`config.mk`:
```
export PLATFORM = sky130hd
export DESIGN_NAME = mab_array_ctrl
export DESIGN_NICKNAME = d
export VERILOG_FILES = /design/src/mab_pkg.sv /design/src/mab_array_ctrl.sv /design/src/mab_refresh_row.sv
export VERILOG_INCLUDE_DIRS = /design/src
export SDC_FILE = /design/constraint.sdc
export NUM_CORES = 1
export LEC_CHECK = 0
export BUFFER_PORTS_ARGS = -buffer_cell sky130_fd_sc_hd__buf_2
export CAP_MARGIN = 20
export CELL_PAD_IN_SITES_DETAIL_PLACEMENT = 1
export CELL_PAD_IN_SITES_GLOBAL_PLACEMENT = 1
export CORE_MARGIN = 1
export CORE_UTILIZATION = 35
export CTS_CLUSTER_DIAMETER = 150
export DETAILED_ROUTE_END_ITERATION = 12
export PLACE_DENSITY = 0.79
export SYNTH_ARGS = -nofsm -noshare
export SYNTH_HDL_FRONTEND = slang
export SYNTH_SLANG_ARGS = --single-unit
```
`constraint.sdc`:
```
create_clock -name sys_clk_i -period 1.9 [get_ports sys_clk_i]
set_clock_uncertainty 0.05 [all_clocks]
set_input_delay 0.285 -clock sys_clk_i [delete_from_list [all_inputs] [get_ports sys_clk_i]]
set_output_delay 0.285 -clock sys_clk_i [all_outputs]
set_load 0.01 [all_outputs]
```
`src/mab_regs.svh`:
```
// Timing and field constants for the memory array bus controller
`ifndef MAB_REGS_SVH
`define MAB_REGS_SVH

`define MAB_CLK_PERIOD_NS 25
// Strobe timing, in ns as chosen for the array chips
`define MAB_T_ROW_SETUP_NS 25
`define MAB_T_ROW_HOLD_NS 50
`define MAB_T_COL_SETUP_NS 25
`define MAB_T_COL_PULSE_NS 75
`define MAB_T_PRECHARGE_NS 50
// Least times round up to whole cycles
`define MAB_CYC(ns) (((ns) + `MAB_CLK_PERIOD_NS - 1) / `MAB_CLK_PERIOD_NS)
`define MAB_ROW_SETUP_CYC `MAB_CYC(`MAB_T_ROW_SETUP_NS)
`define MAB_ROW_HOLD_CYC `MAB_CYC(`MAB_T_ROW_HOLD_NS)
`define MAB_COL_SETUP_CYC `MAB_CYC(`MAB_T_COL_SETUP_NS)
`define MAB_COL_PULSE_CYC `MAB_CYC(`MAB_T_COL_PULSE_NS)
`define MAB_PRECHARGE_CYC `MAB_CYC(`MAB_T_PRECHARGE_NS)

`define MAB_NUM_MODULES 5
`define MAB_DATA_W 32
`define MAB_CHECK_W 7
`define MAB_ADDR_W 8
`define MAB_BANK_W 2
`define MAB_MOD_W 3
`define MAB_CNT_W 3
`define MAB_REF_ROW_RESET 8'h00

`endif

```
`src/mab_pkg.sv`:
```
// Types shared by the memory array bus controller
`include "mab_regs.svh"

package mab_pkg;

   typedef struct packed {
      logic [`MAB_MOD_W-1:0] module_idx;
      logic [`MAB_BANK_W-1:0] bank;
      logic [`MAB_ADDR_W-1:0] row;
      logic [`MAB_ADDR_W-1:0] col;
   } mab_addr_s;

   typedef struct packed {
      logic write;
      mab_addr_s addr;
      logic [`MAB_DATA_W-1:0] data;
      logic [`MAB_CHECK_W-1:0] check;
   } mab_req_s;

   typedef struct packed {
      logic [`MAB_DATA_W-1:0] data;
      logic [`MAB_CHECK_W-1:0] check;
   } mab_rsp_s;

   typedef enum logic [2:0] {
      MAB_IDLE = 3'h0,
      MAB_ROW = 3'h1,
      MAB_RAS = 3'h3,
      MAB_COL = 3'h7,
      MAB_CAS = 3'h6,
      MAB_PRE = 3'h4
   } mab_state_e;

endpackage

```
`src/mab_array_ctrl.sv`:
```
// Memory array bus controller: strobes, addressing, data and refresh
`timescale 1ns/10ps

module mab_array_ctrl
   import mab_pkg::*;
(
   input wire logic sys_clk_i,
   input wire logic sys_rst_i,
   input wire logic req_valid_i,
   input wire mab_req_s req_i,
   output logic req_ready_o,
   input wire logic refresh_req_i,
   output logic done_o,
   output logic err_o,
   output mab_rsp_s rsp_o,
   output logic [`MAB_NUM_MODULES-1:0] module_present_o,
   output logic [`MAB_NUM_MODULES-1:0] module_sel_n_o,
   output logic [`MAB_BANK_W-1:0] bank_pick_o,
   output logic [`MAB_ADDR_W-1:0] addr_o,
   output logic row_strobe_n_o,
   output logic col_strobe_n_o,
   output logic write_strobe_n_o,
   output logic read_drive_enable_n_o,
   output logic refresh_cycle_n_o,
   input wire logic [`MAB_DATA_W-1:0] data_n_i,
   output logic [`MAB_DATA_W-1:0] data_n_o,
   output logic data_n_oe_o,
   input wire logic [`MAB_CHECK_W-1:0] check_bits_n_i,
   output logic [`MAB_CHECK_W-1:0] check_bits_n_o,
   output logic check_bits_n_oe_o,
   input wire logic [2*`MAB_NUM_MODULES-1:0] module_presence_code_n_i
);

   ////////////////////////////////////////////////////////////////////////
   // Pin synchronisers
   logic [`MAB_DATA_W-1:0] dat_s1_q, dat_s2_q;
   logic [`MAB_CHECK_W-1:0] chk_s1_q, chk_s2_q;
   logic [2*`MAB_NUM_MODULES-1:0] fp_s1_q, fp_s2_q;
   logic [`MAB_NUM_MODULES-1:0] present_q, present_d;

   // Module present only when both of its lines are asserted (low)
   genvar g;
   generate
      for (g = 0; g < `MAB_NUM_MODULES; g = g + 1) begin : g_fp
         always_comb begin
            present_d[g] = ~fp_s2_q[2*g] & ~fp_s2_q[2*g+1];
         end
      end
   endgenerate

   always_ff @(posedge sys_clk_i) begin
      if (sys_rst_i) begin
         dat_s1_q <= '0;
         dat_s2_q <= '0;
         chk_s1_q <= '0;
         chk_s2_q <= '0;
         fp_s1_q <= '1;
         fp_s2_q <= '1;
         present_q <= '0;
      end else begin
         dat_s1_q <= data_n_i;
         dat_s2_q <= dat_s1_q;
         chk_s1_q <= check_bits_n_i;
         chk_s2_q <= chk_s1_q;
         fp_s1_q <= module_presence_code_n_i;
         fp_s2_q <= fp_s1_q;
         present_q <= present_d;
      end
   end

   ////////////////////////////////////////////////////////////////////////
   // Refresh row
   logic [`MAB_ADDR_W-1:0] ref_row;
   logic ref_advance;

   mab_refresh_row u_ref_row (
      .sys_clk_i(sys_clk_i),
      .sys_rst_i(sys_rst_i),
      .advance_i(ref_advance),
      .row_o(ref_row)
   );

   ////////////////////////////////////////////////////////////////////////
   // Reference sequencer
   mab_state_e state_q, state_d;
   logic [`MAB_CNT_W-1:0] cnt_q, cnt_d;
   mab_req_s cur_q, cur_d;
   logic refr_q, refr_d, ready_q, ready_d, done_q, done_d, err_q, err_d;
   mab_rsp_s rsp_q, rsp_d;
   logic [`MAB_NUM_MODULES-1:0] sel_n_q, sel_n_d;
   logic [`MAB_BANK_W-1:0] bank_q, bank_d;
   logic [`MAB_ADDR_W-1:0] addr_q, addr_d;
   logic ras_n_q, ras_n_d, cas_n_q, cas_n_d, wrt_n_q, wrt_n_d;
   logic rde_n_q, rde_n_d, refn_q, refn_d, doe_q, doe_d;
   logic [`MAB_DATA_W-1:0] dout_q, dout_d;
   logic [`MAB_CHECK_W-1:0] cout_q, cout_d;
   logic mod_ok;

   // Unknown indices and absent modules are refused, not referenced
   always_comb begin
      mod_ok = 1'b0;
      if (req_i.addr.module_idx < `MAB_MOD_W'(`MAB_NUM_MODULES)) begin
         mod_ok = present_q[req_i.addr.module_idx];
      end
   end

   always_comb begin
      state_d = state_q;
      cnt_d = (state_q == MAB_IDLE) ? cnt_q : cnt_q - 1'b1;
      cur_d = cur_q;
      refr_d = refr_q;
      done_d = 1'b0;
      err_d = 1'b0;
      rsp_d = rsp_q;
      sel_n_d = sel_n_q;
      bank_d = bank_q;
      addr_d = addr_q;
      ras_n_d = ras_n_q;
      cas_n_d = cas_n_q;
      wrt_n_d = wrt_n_q;
      rde_n_d = rde_n_q;
      refn_d = refn_q;
      doe_d = doe_q;
      dout_d = dout_q;
      cout_d = cout_q;
      ref_advance = 1'b0;
      case (state_q)
         MAB_IDLE: begin
            // Refresh wins over a waiting reference
            if (refresh_req_i) begin
               refr_d = 1'b1;
               refn_d = 1'b0;
               sel_n_d = '0;
               addr_d = ref_row;
               cnt_d = `MAB_CNT_W'(`MAB_ROW_SETUP_CYC);
               state_d = MAB_ROW;
            end else if (req_valid_i && ready_q) begin
               err_d = !mod_ok;
               if (mod_ok) begin
                  cur_d = req_i;
                  refr_d = 1'b0;
                  sel_n_d = ~(`MAB_NUM_MODULES'(1) << req_i.addr.module_idx);
                  bank_d = req_i.addr.bank;
                  addr_d = req_i.addr.row;
                  doe_d = req_i.write;
                  dout_d = ~req_i.data;
                  cout_d = ~req_i.check;
                  rde_n_d = req_i.write;
                  cnt_d = `MAB_CNT_W'(`MAB_ROW_SETUP_CYC);
                  state_d = MAB_ROW;
               end
            end
         end
         MAB_ROW: begin
            if (cnt_q <= `MAB_CNT_W'(1)) begin
               ras_n_d = 1'b0;
               cnt_d = `MAB_CNT_W'(`MAB_ROW_HOLD_CYC);
               state_d = MAB_RAS;
            end
         end
         MAB_RAS: begin
            if (cnt_q <= `MAB_CNT_W'(1)) begin
               if (refr_q) begin
                  cnt_d = `MAB_CNT_W'(`MAB_COL_PULSE_CYC);
                  state_d = MAB_CAS; // Row-only cycle, no column strobe
               end else begin
                  addr_d = cur_q.addr.col;
                  cnt_d = `MAB_CNT_W'(`MAB_COL_SETUP_CYC);
                  state_d = MAB_COL;
               end
            end
         end
         MAB_COL: begin
            if (cnt_q <= `MAB_CNT_W'(1)) begin
               cas_n_d = 1'b0;
               wrt_n_d = ~cur_q.write;
               cnt_d = `MAB_CNT_W'(`MAB_COL_PULSE_CYC);
               state_d = MAB_CAS;
            end
         end
         MAB_CAS: begin
            if (cnt_q <= `MAB_CNT_W'(1)) begin
               // Sampled after two sync flops; pulse is long enough
               if (!refr_q && !cur_q.write) begin
                  rsp_d = ~{dat_s2_q, chk_s2_q};
               end
               ref_advance = refr_q;
               done_d = ~refr_q;
               ras_n_d = 1'b1;
               cas_n_d = 1'b1;
               wrt_n_d = 1'b1;
               rde_n_d = 1'b1;
               refn_d = 1'b1;
               doe_d = 1'b0;
               sel_n_d = '1;
               cnt_d = `MAB_CNT_W'(`MAB_PRECHARGE_CYC);
               state_d = MAB_PRE;
            end
         end
         MAB_PRE: begin
            if (cnt_q <= `MAB_CNT_W'(1)) begin
               state_d = MAB_IDLE;
            end
         end
         default: begin
            state_d = MAB_IDLE;
         end
      endcase
      ready_d = (state_d == MAB_IDLE) && !refresh_req_i;
   end

   always_ff @(posedge sys_clk_i) begin
      if (sys_rst_i) begin
         state_q <= MAB_IDLE;
         cnt_q <= '0;
         cur_q <= '0;
         refr_q <= 1'b0;
         ready_q <= 1'b0;
         done_q <= 1'b0;
         err_q <= 1'b0;
         rsp_q <= '0;
         sel_n_q <= '1;
         bank_q <= '0;
         addr_q <= '0;
         ras_n_q <= 1'b1;
         cas_n_q <= 1'b1;
         wrt_n_q <= 1'b1;
         rde_n_q <= 1'b1;
         refn_q <= 1'b1;
         doe_q <= 1'b0;
         dout_q <= '1;
         cout_q <= '1;
      end else begin
         state_q <= state_d;
         cnt_q <= cnt_d;
         cur_q <= cur_d;
         refr_q <= refr_d;
         ready_q <= ready_d;
         done_q <= done_d;
         err_q <= err_d;
         rsp_q <= rsp_d;
         sel_n_q <= sel_n_d;
         bank_q <= bank_d;
         addr_q <= addr_d;
         ras_n_q <= ras_n_d;
         cas_n_q <= cas_n_d;
         wrt_n_q <= wrt_n_d;
         rde_n_q <= rde_n_d;
         refn_q <= refn_d;
         doe_q <= doe_d;
         dout_q <= dout_d;
         cout_q <= cout_d;
      end
   end

   ////////////////////////////////////////////////////////////////////////
   // Outputs
   assign req_ready_o = ready_q;
   assign done_o = done_q;
   assign err_o = err_q;
   assign rsp_o = rsp_q;
   assign module_present_o = present_q;
   assign module_sel_n_o = sel_n_q;
   assign bank_pick_o = bank_q;
   assign addr_o = addr_q;
   assign row_strobe_n_o = ras_n_q;
   assign col_strobe_n_o = cas_n_q;
   assign write_strobe_n_o = wrt_n_q;
   assign read_drive_enable_n_o = rde_n_q;
   assign refresh_cycle_n_o = refn_q;
   assign data_n_o = dout_q;
   assign data_n_oe_o = doe_q;
   assign check_bits_n_o = cout_q;
   assign check_bits_n_oe_o = doe_q;

endmodule

```
`src/mab_refresh_row.sv`:
```
// Refresh row address counter for the memory array bus
`timescale 1ns/10ps

module mab_refresh_row
   import mab_pkg::*;
(
   input wire logic sys_clk_i,
   input wire logic sys_rst_i,
   input wire logic advance_i,
   output logic [`MAB_ADDR_W-1:0] row_o
);

   logic [`MAB_ADDR_W-1:0] row_q;
   logic [`MAB_ADDR_W-1:0] row_d;

   // Walks all 256 rows, wrapping naturally
   always_comb begin
      row_d = row_q;
      if (advance_i) begin
         row_d = row_q + 8'h01;
      end
   end

   always_ff @(posedge sys_clk_i) begin
      if (sys_rst_i) begin
         row_q <= `MAB_REF_ROW_RESET;
      end else begin
         row_q <= row_d;
      end
   end

   assign row_o = row_q;

endmodule

```
; ---- After elaboration in Yosys (flattened, before gate mapping)
; Cells that the tools add are included.
; Widths: inputs -> output; s select.
[word_totals]
regBits = 229
output_inout_bits = 108
wordCells = 155
[op_classes]
add_sub_neg = 2
order_cmp = 3
n_eq_ne = 16
shift = 1
muxes = 51
n_bitwise = 26
reduce_logical = 27
[ops]
columns = op, n
row1 = $mux 3, 15
row2 = $mux 8, 5
row3 = $not 39->39, 1
row4 = $not 32->32, 1
row5 = $mux 5, 4
row6 = $pmux 3 s6, 1
row7 = $not 1->1, 17
row8 = $ne 2x2->1 const B, 8
row9 = $pmux 8 s2, 1
row10 = $mux 1, 15
row11 = $reduce_and 3->1, 5
row12 = $pmux 1 s2, 6
row13 = $pmux 3 s4, 1
row14 = $reduce_bool 2->1, 6
row15 = $pmux 5 s2, 1
row16 = $reduce_and 5->1, 2
row17 = $eq 3x3->1 const B, 3
row18 = $add 8x1->8 const B, 1
row19 = $reduce_and 4->1, 2
row20 = $not 7->7, 1
row21 = $logic_not 3->1, 2
row22 = $and 1x1->1, 5
row23 = $not 5->5, 1
row24 = $shl 1x3->5 const A, 1
row25 = 16 further kinds, 21

; ---- Depth between registers and ports, before layout
; Gate-level depths: netlist of run 1.
[depth]
word_depth = 9
depth_mapped = 8
depth_no_buf = 6

; ---- Hierarchy
; Synthesis of run 1 repeated with hierarchy kept, for this count alone.
[unflattened]
cells_unflattened = 778
area_unflattened_um2 = 7718.7
[by_module_without_submodules]
columns = module, n_inst, cells_each, area_per_inst_um2, seq_area_each_um2
row1 = mab_array_ctrl, 1, 741, 7379.6, 4424.2
row2 = mab_refresh_row, 1, 37, 339.1, 160.2

; ---- Worst setup path after synthesis of run 1
; No wires, ideal clock.
[synth_path]
path_type = reg-to-reg
start = register state_q[0]
end = register cout_q[0] (netlist: check_bits_n_o[0])
setup_ns = 0.134
arrival_ns = 1.653
t_required_ns = 1.716
setup_slack_ns = 0.063
path_stages_with_launch = 8
path_buffers = 3
period_less_slack_ns = 1.837
cell_sequence = dfxtp_1 -> buf_6 -> or3_1 -> buf_2 -> or3_4 -> nor2_8 -> buf_6 -> a31oi_1
[synth_via]
elab_chain_len = 2
[synth_lines]
columns = item, line
row1 = "start, declared", mab_array_ctrl.sv:85  ; mab_state_e state_q, state_d;
row2 = "start signal, assigned", mab_array_ctrl.sv:234  ; state_q <= state_d;
row3 = $logic_not 3->1, mab_array_ctrl.sv:127  ; case (state_q)
row4 = $reduce_and 4->1 (no source line), n/a
row5 = "end signal, assigned", mab_array_ctrl.sv:252  ; cout_q <= cout_d;
row6 = "end, declared", mab_array_ctrl.sv:96  ; logic [`MAB_CHECK_W-1:0] cout_q, cout_d;
; Every way passes these cells.
; A chain may end at the register's enable or synchronous reset.

; ---- Worst setup path in the final report of run 1
[layout_path]
start = register present_q[0] (netlist: module_present_o[0])
end = register dout_q[29] (netlist: data_n_o[29])
[layout_via]
elab_chain_len = 4
[layout_lines]
columns = item, line
row1 = "start, declared", mab_array_ctrl.sv:39  ; logic [`MAB_NUM_MODULES-1:0] present_q, present_d;
row2 = "start signal, assigned", mab_array_ctrl.sv:67  ; present_q <= present_d;
row3 = $bmux 1 s3, mab_array_ctrl.sv:103  ; mod_ok = present_q[req_i.addr.module_idx];
row4 = $mux 1 (not written as such), mab_array_ctrl.sv:103
row5 = $mux 1, mab_array_ctrl.sv:102  ; if (req_i.addr.module_idx < `MAB_MOD_W'(`MAB_NUM_MODULES)) begin
row6 = $reduce_and 4->1 (no source line), n/a
row7 = "end signal, assigned", mab_array_ctrl.sv:251  ; dout_q <= dout_d;
row8 = "end, declared", mab_array_ctrl.sv:95  ; logic [`MAB_DATA_W-1:0] dout_q, dout_d;
; Every way passes these cells. The select of a mux whose other input is x is not followed.

==> out/results.ini, run 1 <==
[die]
core-area_mm2=0.02257
rows=55
dieArea_mm2=0.02359
fp.dieW_um=153.6
start_util_pct=35.64
die_y_um=153.6
ioPinCount=222

[route]
wl_per_cell_um=18.12
ant_nets=0
vias_per_cell=5.024
drt_iter0_drc=194
routed_wl_mm=25.93
drc=0
firstDrtPassIters=4
dr_total_vias=7190

[power_and_ir_drop]
power.total_mw=11.71
p_per_area_mw_per_mm2=989.8
ir_worst_vdd_v=0.0004702
power_leakage_nw=4.870

[global_route]
met1_usage_pct=22.61
grt-busiest-layer=met2
grt_pass1_vias=7584
gr-usage-met2_pct=39.07
grt_pass1_wl_mm=39.45
grt_util_all_layers_pct=20.70
grt_max_degree=52
antenna_found_initial=1
use_met3_pct=4.566
overflow=0

[timing]
period_needed_ns=1.928
setup_viol=1
slew_headroom_pct=70.65
drv_slew=0
tightestPinTransition_ns=0.4402
hold_viol=0
rsz0062_at_grt=true
fmax_mhz=518.7
min_period_over_period_pct=101.5
worst_slack_ns=-0.02787

[run_status]
violations=setup timing
status=finished, violations left

[setup_path]
worstSetupPathType=flop to flop
cp_max_fo=45
arrival_ns=2.25
rr_endpoint=data_n_o[29]$_SDFFE_PP1P_
end_kind=flop
worstReg2RegStart=module_present_o[0]$_SDFF_PP0_
start_kind=flop
required_ns=2.22
regToRegSetupSlack_ns=-0.03
ff2ff_path_depth=5

[hold_path]
hp-start=sys_rst_i
worstHoldEndpoint=state_q[0]$_SDFF_PP0_
whs_path_depth=2
hold_path_class=input pin to flop

[clock_tree]
clk_pin_slew_ns=0.06
clockBufferDepth=3
cts_buffers=26
cts_root_buf=clkbuf_16
clock-sinks=229
cts_max_level=1
clk_latency_ns=0.53
cts_tree=yes

[placement]
numPortBuffers=221
place_ws_ns=-0.1024
place_area_mm2=0.009678
dpl.cell_count=1273
gp_congestion=0.8379
place.detailed.hpwl_mm=15.15

[logic_synthesis]
synth_edf_count=0
syn_area_mm2=0.008044
synth_warnings=0
seq_area_frac_synth_pct=56.99
syn_area_per_cell_um2=10.16
synth_flop_cell=dfxtp_1
ys_types=56
synth_seq_cells=229
async_flop_share_pct=0
syn_inst=792
syn_nets=909

[layout]
final_common_cell=dfxtp_1
drive_gt1_share_pct=31.97
area_growth_pct=47.04
fin_cells=1431
layout_common_cells=dfxtp_1 (227), buf_2 (220), dlygate4sd3_1 (99)
final_nets=1242
fin_area_mm2=0.01183
final_util_pct=52.40

[run]
maxCapViolations=0

==> worst max-delay path by stage <==
stage          slack [ns]                            from                        endpoint  cells past startpoint
2_1_floorplan        0.06                       req_i[57]  check_bits_n_o[0]$_SDFFE_PP1P_                      7
3_3_place_gp        -0.04                       req_i[57]          addr_o[4]$_SDFFE_PP0P_                      6
3_5_place_dp        -0.10                       req_i[57]          addr_o[4]$_SDFFE_PP0P_                      6
4_1_cts             0.005  module_present_o[2]$_SDFF_PP0_          addr_o[4]$_SDFFE_PP0P_                      5
5_1_grt             -0.07             cnt_q[1]$_SDFF_PP0_             cnt_q[1]$_SDFF_PP0_                      8
6_report            -0.03  module_present_o[0]$_SDFF_PP0_       data_n_o[29]$_SDFFE_PP1P_                      5
==> report_power, final <==
| part | internal, mW | switching, mW | leakage, nW |
|---|---|---|---|
| clock | 3.60 | 2.02 | 0.471 |
| combinational | 0.554 | 0.515 | 2.53 |
| sequential | 4.95 | 0.0642 | 1.87 |
==> worst max-delay path: stages (launching register included) <==
cell	delay, ns
dfxtp_2	0.33
mux2_4	0.27
a221o_2	0.42
buf_12	0.20
a211oi_1	0.36
a31oi_1	0.11
==> layout make-up <==
class / count / area, µm²
timing repair buffer: 375 / 2751
tap: 285 / 356.6
fill: 2463 / 10740
multi-input combinational: 485 / 3128
inverter: 8 / 30.03
clock inverter: 13 / 257.7
antenna: 1 / 2.502
clock buffer: 35 / 714.4
sequential: 229 / 4587
==> repair_timing <==
item	in CTS	in global routing
hold buffers	99	0
setup endpoints to repair	0	54
hold endpoints to repair	101	0
buffers inserted	0	5
gates resized for setup	0	14
==> layer usage <==
layer  share of wire, %  vias up
met5                  0        -
met1                 39     3437
met3                5.4       51
met4                2.8        0
li1                   -     3468
met2                 53      234
==> cells in the mapped netlist, drive strengths merged, types with 2 or more instances <==
cell type,n,share of area [%]
a22oi,2,0.19
inv,8,0.37
a21oi,29,1.8
mux2i,21,2.6
o21ai,16,1.0
mux2,2,0.37
buf,31,2.6
or3,4,0.37
ha,3,0.47
a31oi,42,3.3
nand3,16,1.0
and3,4,0.31
o31ai,6,0.56
dfxtp,229,57
or2,21,1.6
nor2b,82,6.4
nand2,34,1.6
a211oi,79,7.4
nand2b,3,0.23
clkbuf,40,1.9
or4,6,0.56
nand4,3,0.23
nor3,14,1.0
nor2,61,3.0
nand3b,3,0.28
nor4,2,0.16
o211ai,11,1.0
o21bai,2,0.23
==> cell families after synthesis <==
family / after synthesis / share of synthesized area, %
and+or+nand+nor: 257 / 17.28
DFF: 229 / 56.99
AOI/OAI and AO/OA: 199 / 17.23
buffers and inverters: 79 / 4.822
muxes: 23 / 2.986
adders and majority gates: 3 / 0.4667
xor gates and xnor gates: 2 / 0.2178
==> through the flow <==
stage / setup TNS, ns / hold WS, ns
finish: -0.02787 / 0.04251
global route: -0.8685 / 0.05156
CTS: 0 / 0.02910
detailed placement: -1.617 / 0.3239
global placement: -0.5423 / 0.3185
floorplan: 0 / 0.3173
==> flip-flops by register name (all words and copies together) (netlist names), 8 cells and up <==
| register | flops |
|---|---|
| rsp_o | 39 |
| dat_s1_q | 32 |
| dat_s2_q | 32 |
| data_n_o | 32 |
| fp_s1_q | 10 |
| fp_s2_q | 10 |
| cur_q | 9 |
| addr_o | 8 |
| u_ref_row.row_o | 8 |
Power figures use the tool's default switching activity.
==> run 2: changes to the inputs <==
Settings changed: PLACE_DENSITY 0.79 to 0.8, SYNTH_HIERARCHICAL set to 1.
==> run 2 against run 1 <==
Combinational power rose by 84%. Clock power fell by 11%. First-iteration DRC count rose by 44%. The flow still finishes with violations (setup timing). Non-clock buffer count rose by 33. Routed wire length rose by 12%. Fmax fell by 10%. Worst setup slack got worse by 0.22 ns. Clock-buffer cell count fell by 1. Sequential cell count did not move.
==> out/results.ini, run 2 <==
[route]
drc=0  ; unchanged
wl_per_cell_um=20.09  ; was 18.12 µm
firstDrtPassIters=4  ; unchanged
ant_nets=0  ; unchanged
vias_per_cell=5.068  ; was 5.024
drt_iter0_drc=280  ; was 194
routed_wl_mm=29.09  ; was 25.93 mm
dr_total_vias=7338  ; was 7190

[clock_tree]
clockBufferDepth=3  ; unchanged
cts_max_level=1  ; unchanged
clk_latency_ns=0.53  ; about the same
cts_root_buf=clkbuf_16  ; unchanged
cts_buffers=25  ; was 26
cts_tree=yes  ; unchanged
clk_pin_slew_ns=0.06  ; about the same
clock-sinks=229  ; unchanged

[setup_path]
cpMaxStageDelayCell=or3_1  ; was a221o_2
required_ns=2.31  ; was 2.22 ns
start_kind=flop  ; unchanged
crit_chain=inv_2 -> ha_4 -> o21ba_4 -> nor3_4 -> nand2_1 -> nor3_1 -> buf_4 -> nand3_1 -> or3_1 -> a21oi_1  ; was mux2_4 -> a221o_2 -> buf_12 -> a211oi_1 -> a31oi_1
worstReg2RegStart=cnt_q[1]$_SDFF_PP0_  ; was module_present_o[0]$_SDFF_PP0_
regToRegSetupSlack_ns=-0.25  ; was -0.03 ns
worstSetupPathType=flop to flop  ; unchanged
rr_endpoint=u_ref_row/row_o[6]$_SDFFE_PP0P_  ; was data_n_o[29]$_SDFFE_PP1P_
cp_max_fo=4  ; was 45
end_kind=flop  ; unchanged
slowest_delay_ns=0.41  ; was 0.42 ns
arrival_ns=2.56  ; was 2.25 ns
ff2ff_path_depth=10  ; was 5

[placement]
place_ws_ns=-0.2191  ; was -0.1024 ns
place.detailed.hpwl_mm=14.70  ; was 15.15 mm
gp_congestion=0.8250  ; was 0.8379
numPortBuffers=221  ; unchanged

[logic_synthesis]
synthAdderAreaFrac_pct=0.4863  ; was 0.4666%
syn_nets=895  ; was 909
async_flop_share_pct=0  ; unchanged
syn_inst=778  ; was 792
muxShareOfSynthArea_pct=2.415  ; was 2.986%
synth_warnings=6  ; was 0
synth.most_common_cell=dfxtp_1  ; unchanged
synth_area_leaders=dfxtp_1 (59%), nor2b_1 (6.5%), a211oi_1 (4.0%)  ; was dfxtp_1 (57%), a211oi_1 (7.3%), nor2b_1 (6.4%)
synth_seq_cells=229  ; unchanged
synth_top_area_share_pct=59.39  ; was 56.99%
synthSimpleGateAreaFrac_pct=20.36  ; was 17.28%
synth_common_cells=dfxtp_1 (229), nor2b_1 (80), nor2_1 (74), nor3_1 (50), nand2_1 (47)  ; was dfxtp_1 (229), nor2b_1 (82), a211oi_1 (78), nor2_1 (60), a31oi_1 (42)
synth_edf_count=0  ; unchanged
synth_compound_area_share_pct=13.02  ; was 17.23%
syn_area_mm2=0.007719  ; was 0.008044 mm²
synth_flop_cell=dfxtp_1  ; unchanged
seq_area_frac_synth_pct=59.39  ; was 56.99%
syn_area_per_cell_um2=9.921  ; was 10.16 µm²
synth_xor_xnor_area_share_pct=0.5674  ; was 0.2178%
ys_types=53  ; was 56
yosys.area.top_type=dfxtp_1  ; unchanged
synth_top_family_by_area=simple AND/OR/NAND/NOR gates  ; unchanged

[global_route]
grt_util_all_layers_pct=22.76  ; was 20.70%
grt_max_degree=57  ; was 52
grt_pass1_wl_mm=40.13  ; was 39.45 mm
antenna_found_initial=1  ; unchanged
overflow=0  ; unchanged
grt_pass1_vias=7658  ; was 7584

[layout]
layout_common_cells=dfxtp_1 (226), buf_2 (220), dlygate4sd3_1 (98)  ; was dfxtp_1 (227), buf_2 (220), dlygate4sd3_1 (99)
fill_cells=2349  ; was 2463
area_growth_pct=59.56  ; was 47.04%
multiInputGateArea_mm2=0.003418  ; was 0.003128 mm²
ff_latch_area_mm2=0.004591  ; was 0.004587 mm²
final_nets=1270  ; was 1242
drive_gt1_share_pct=40.82  ; was 31.97%
largest_reg_flops=39  ; unchanged
final_common_cell=dfxtp_1  ; unchanged

[power_and_ir_drop]
power_leakage_nw=5.097  ; was 4.870 nW
ir_worst_vdd_v=0.0006856  ; was 0.0004702 V
p_per_area_mw_per_mm2=987.6  ; was 989.8 mW/mm²

[die]
dieArea_mm2=0.02265  ; was 0.02359 mm²
die_y_um=150.5  ; was 153.6 µm
start_util_pct=36.15  ; was 35.64%
ioPinCount=222  ; unchanged
rows=53  ; was 55
fp.dieW_um=150.5  ; was 153.6 µm
core-area_mm2=0.02135  ; was 0.02257 mm²

[timing]
fmax_mhz=465.3  ; was 518.7 MHz
min_period_over_period_pct=113.1  ; was 101.5%
worst_slack_ns=-0.2489  ; was -0.02787 ns
setup_tns_ns=-8.528  ; was -0.02787 ns
period_needed_ns=2.149  ; was 1.928 ns
drv_slew=0  ; unchanged
tightestPinTransition_ns=0.4885  ; was 0.4402 ns
hold_viol=0  ; unchanged
hold_ws_ns=0.03332  ; was 0.04251 ns
setup_viol=55  ; was 1
rsz0062_at_grt=true  ; unchanged
slew_headroom_pct=67.18  ; was 70.65%

[hold_path]
hp-start=req_i[40]  ; was sys_rst_i
worstHoldEndpoint=cur_q[40]$_SDFFE_PP0P_  ; was state_q[0]$_SDFF_PP0_
hold_path_class=input pin to flop  ; unchanged
whs_path_depth=3  ; was 2

[run]
maxCapViolations=0  ; unchanged

[run_status]
status=finished, violations left  ; unchanged
violations=setup timing  ; unchanged

## run 2: metal layers
metal	global-route usage, %	part of all wire (%)
met5	0	0
met4	8.333	3.9
met3	3.212	4.0
met2	44.26	54
met1	24.63	38
## run 2: area by class of cell
class | instances | area share (%)
clock inverters | 11 | 1.199
multi-input cells | 479 | 27.76
clock buffers | 34 | 5.679
inverters | 10 | 0.3048
well taps | 275 | 2.794
repair buffers | 408 | 24.95
diodes | 2 | 0.04064
flip-flops and latches | 229 | 37.28
## run 2: logic make-up (layout without fill, tap and decap cells)
family                     Yosys count  after routing
adders and majority gates            3              3
AOI/OAI and AO/OA                  154            154
muxes                               18             18
buffers and inverters               70            463
DFF                                229            229
xor gates and xnor gates             5              5
other                                0              2
and+or+nand+nor                    299            299
## run 2: how the worst max path moves through the flow
| stage | to | start |
|---|---|---|
| floorplan | u_ref_row/row_o[7]$_SDFFE_PP0P_ | cnt_q[1]$_SDFF_PP0_ |
| global placement | addr_o[2]$_SDFFE_PP0P_ | req_i[57] |
| detailed placement | addr_o[5]$_SDFFE_PP0P_ | req_i[57] |
| CTS | addr_o[5]$_SDFFE_PP0P_ | cnt_q[1]$_SDFF_PP0_ |
| global route | u_ref_row/row_o[6]$_SDFFE_PP0P_ | cnt_q[1]$_SDFF_PP0_ |
| finish | u_ref_row/row_o[6]$_SDFFE_PP0P_ | cnt_q[1]$_SDFF_PP0_ |
## run 2: worst max-delay path, delay by kind of cell (launching register included)
family / cells / cell delay [ns]
fa+ha+maj: 1 / 0.13
simple gates: 5 / 0.97
buf+inv: 2 / 0.27
flops: 1 / 0.33
compound gates: 2 / 0.34
## run 2: what timing repair did
item | 4_1_cts | 5_1_grt
endpoints found under the hold margin | 99 | 0
hold buffers | 98 | 0
resized for setup | 16 | 118
pin swaps | 10 | 26
endpoints found under the setup margin | 51 | 101
cloned | 0 | 8
buffers inserted | 3 | 23
## run 2: per-stage QoR
stage          util [%]  std cells  power (mW)  instance area (µm²)
2_1_floorplan         -        778       6.080                 7745
3_3_place_gp      44.45       1270       6.634                 9492
3_5_place_dp      44.45       1270       6.694                 9492
4_1_cts           53.45       1416       11.92                11410
5_1_grt           57.66       1447       12.65                12310
6_report          57.68       1448       12.16                12320
## run 2: report_power, final
part | internal [mW] | switching, mW | total (mW)
registers | 5.03 | 0.139 | 5.17
logic | 0.986 | 0.987 | 1.97
clock network | 3.00 | 2.02 | 5.02
total | 9.02 | 3.15 | 12.2
==> run 3: changes to the inputs <==
Settings changed: BUFFER_PORTS_ARGS -buffer_cell sky130_fd_sc_hd__buf_2 to -buffer_cell sky130_fd_sc_hd__clkbuf_2.
==> run 3 against run 2 <==
The run still ends with setup timing left. Routed wire length decreased by 1.2%. Hold slack better by 0.018 ns. Clock-buffer cell count did not move. Via count is 2.0% lower. Critical endpoint is now u_ref_row/row_o[5]$_SDFFE_PP0P_. Largest power group is now the clock network. Sequential cell count stayed put. Worst setup slack better by 0.065 ns. Sequential power about the same.
==> out/results.ini, run 3 (synthesis gave the netlist of run 2 again) <==
[hold_path]
hold_path_class=input pin to flop  ; unchanged
whs_path_depth=3  ; unchanged
hp-start=req_i[60]  ; was req_i[40]
worstHoldEndpoint=check_bits_n_oe_o$_SDFFE_PP0P_  ; was cur_q[40]$_SDFFE_PP0P_

[layout]
drive_gt1_share_pct=41.43  ; was 40.82%
fill_cells=2281  ; was 2349
largest_reg_flops=39  ; unchanged
layout_common_cells=dfxtp_1 (224), clkbuf_2 (220), dlygate4sd3_1 (98)  ; was dfxtp_1 (226), buf_2 (220), dlygate4sd3_1 (98)
final_nets=1260  ; was 1270
fin_cells=1438  ; was 1448
area_growth_pct=60.30  ; was 59.56%
final_common_cell=dfxtp_1  ; unchanged

[power_and_ir_drop]
p_per_area_mw_per_mm2=991.8  ; was 987.6 mW/mm²
power.total_mw=12.27  ; was 12.16 mW
power_leakage_nw=5.131  ; was 5.097 nW
ir_worst_vdd_v=0.0005942  ; was 0.0006856 V

[route]
drc=0  ; unchanged
routed_wl_mm=28.73  ; was 29.09 mm
wl_per_cell_um=19.98  ; was 20.09 µm
vias_per_cell=4.999  ; was 5.068
firstDrtPassIters=4  ; unchanged
ant_nets=0  ; unchanged
drt_iter0_drc=204  ; was 280
dr_total_vias=7189  ; was 7338

[clock_tree]
clockBufferDepth=3  ; unchanged
clk_latency_ns=0.52  ; was 0.53 ns
clk_pin_slew_ns=0.06  ; about the same
cts_max_level=1  ; unchanged
cts_buffers=25  ; unchanged
clock-sinks=229  ; unchanged
cts_root_buf=clkbuf_16  ; unchanged
cts_tree=yes  ; unchanged

[die]
ioPinCount=222  ; unchanged
rows=53  ; unchanged
dieArea_mm2=0.02265  ; unchanged
start_util_pct=36.15  ; unchanged
core-area_mm2=0.02135  ; unchanged
die_y_um=150.5  ; unchanged
fp.dieW_um=150.5  ; unchanged

[timing]
min_period_over_period_pct=109.7  ; was 113.1%
fmax_mhz=479.9  ; was 465.3 MHz
slew_headroom_pct=60.36  ; was 67.18%
period_needed_ns=2.084  ; was 2.149 ns
drv_slew=0  ; unchanged
rsz0062_at_grt=true  ; unchanged
worst_slack_ns=-0.1839  ; was -0.2489 ns
tightestPinTransition_ns=0.5946  ; was 0.4885 ns
hold_viol=0  ; unchanged
setup_viol=57  ; was 55

[setup_path]
cp_max_fo=4  ; unchanged
required_ns=2.28  ; was 2.31 ns
rr_endpoint=u_ref_row/row_o[5]$_SDFFE_PP0P_  ; was u_ref_row/row_o[6]$_SDFFE_PP0P_
worstSetupPathType=flop to flop  ; unchanged
end_kind=flop  ; unchanged
ff2ff_path_depth=11  ; was 10
worstReg2RegStart=cnt_q[1]$_SDFF_PP0_  ; unchanged
start_kind=flop  ; unchanged
regToRegSetupSlack_ns=-0.18  ; was -0.25 ns
arrival_ns=2.46  ; was 2.56 ns

[run_status]
violations=setup timing  ; unchanged
status=finished, violations left  ; unchanged

[global_route]
grt_util_all_layers_pct=23.45  ; was 22.76%
overflow=0  ; unchanged
grt_pass1_wl_mm=41.12  ; was 40.13 mm
grt_pass1_vias=7722  ; was 7658
grt_max_degree=62  ; was 57
antenna_found_initial=2  ; was 1

[placement]
place.detailed.hpwl_mm=14.50  ; was 14.70 mm
dpl.cell_count=1267  ; was 1270
numPortBuffers=221  ; unchanged
gp_congestion=0.8390  ; was 0.8250

[run]
maxCapViolations=0  ; unchanged

==> run 3: changes by cell type in the layout (fill, tap and decap cells not counted), moves of 8 or more <==
cell      delta
buf_2      -220
clkbuf_2   +220
buf_4       -18
nor3_2      +11
nor3_1      -10
nor2_1       -9
nor2_4       +8
==> run 3: area by class of cell <==
| class | instances | area [µm²] | share of cell area, % |
|---|---|---|---|
| sequential | 229 | 4591 | 37.10 |
| multi-input combinational | 479 | 3463 | 27.99 |
| timing repair buffer | 398 | 3052 | 24.66 |
| clock buffer | 34 | 719.4 | 5.815 |
| tap | 275 | 344.1 | 2.781 |
| clock inverter | 11 | 161.4 | 1.304 |
| inverter | 10 | 37.54 | 0.3034 |
| antenna | 2 | 5.005 | 0.04045 |
==> run 3: repair_timing <==
action | in CTS | in global routing
resized for setup | 50 | 110
buffers inserted | 14 | 7
hold buffers | 98 | 0
pin swaps | 12 | 21
setup endpoints to repair | 51 | 88
gates cloned | 4 | 4
endpoints found under the hold margin | 98 | 0
==> run 3: worst max path at each step <==
stage	slack, ns	to	depth (start not counted)	start
finish	-0.18	u_ref_row/row_o[5]$_SDFFE_PP0P_	11	cnt_q[1]$_SDFF_PP0_
global route	-0.32	rsp_o[11]$_SDFFE_PP0P_	11	cnt_q[1]$_SDFF_PP0_
CTS	-0.18	addr_o[2]$_SDFFE_PP0P_	8	cnt_q[1]$_SDFF_PP0_
detailed placement	-0.22	rsp_o[3]$_SDFFE_PP0P_	10	cnt_q[1]$_SDFF_PP0_
global placement	-0.13	addr_o[4]$_SDFFE_PP0P_	7	req_i[57]
floorplan	-0.007	u_ref_row/row_o[7]$_SDFFE_PP0P_	10	cnt_q[1]$_SDFF_PP0_
==> run 3: power by group <==
| part | switching (mW) | internal [mW] | total (mW) | leakage, nW |
|---|---|---|---|---|
| logic | 0.939 | 0.941 | 1.88 | 2.82 |
| registers | 0.139 | 5.03 | 5.17 | 1.87 |
| clock network | 2.03 | 3.19 | 5.22 | 0.435 |
| total | 3.11 | 9.16 | 12.3 | 5.13 |
==> run 3: routing by layer <==
metal / routed length (µm) / track usage (%) / up-vias / part of all wire, %
met5: 0 / 0 / - / 0
met4: 1557 / 11.06 / 0 / 5.4
met3: 1024 / 3.636 / 87 / 3.6
met2: 15240 / 43.82 / 216 / 53
met1: 10910 / 25.70 / 3476 / 38
li1: - / - / 3410 / -
==> run 3: per-stage QoR <==
stage	hold WS [ns]	setup slack [ns]	area [µm²]	setup TNS (ns)	util, %
after CTS	0.009706	-0.1844	11730	-5.440	54.93
after global placement	0.3215	-0.1261	9469	-3.265	44.35
final	0.05128	-0.1839	12370	-5.450	57.95
after detailed placement	0.3266	-0.2188	9469	-8.865	44.35
after global routing	0.05482	-0.3245	12370	-11.94	57.95
after floorplan	0.3173	-0.007199	7745	-0.007199	-
==> run 3: critical path, stage by stage, from the launching register on <==
cell and delay, ns:
dfxtp_2 0.33, inv_2 0.07, ha_4 0.12, o21ba_4 0.15, buf_4 0.14, nor3_4 0.16
nand2_2 0.09, nor3_2 0.10, buf_4 0.16, nand4_4 0.12, or3_1 0.36, a21oi_1 0.17
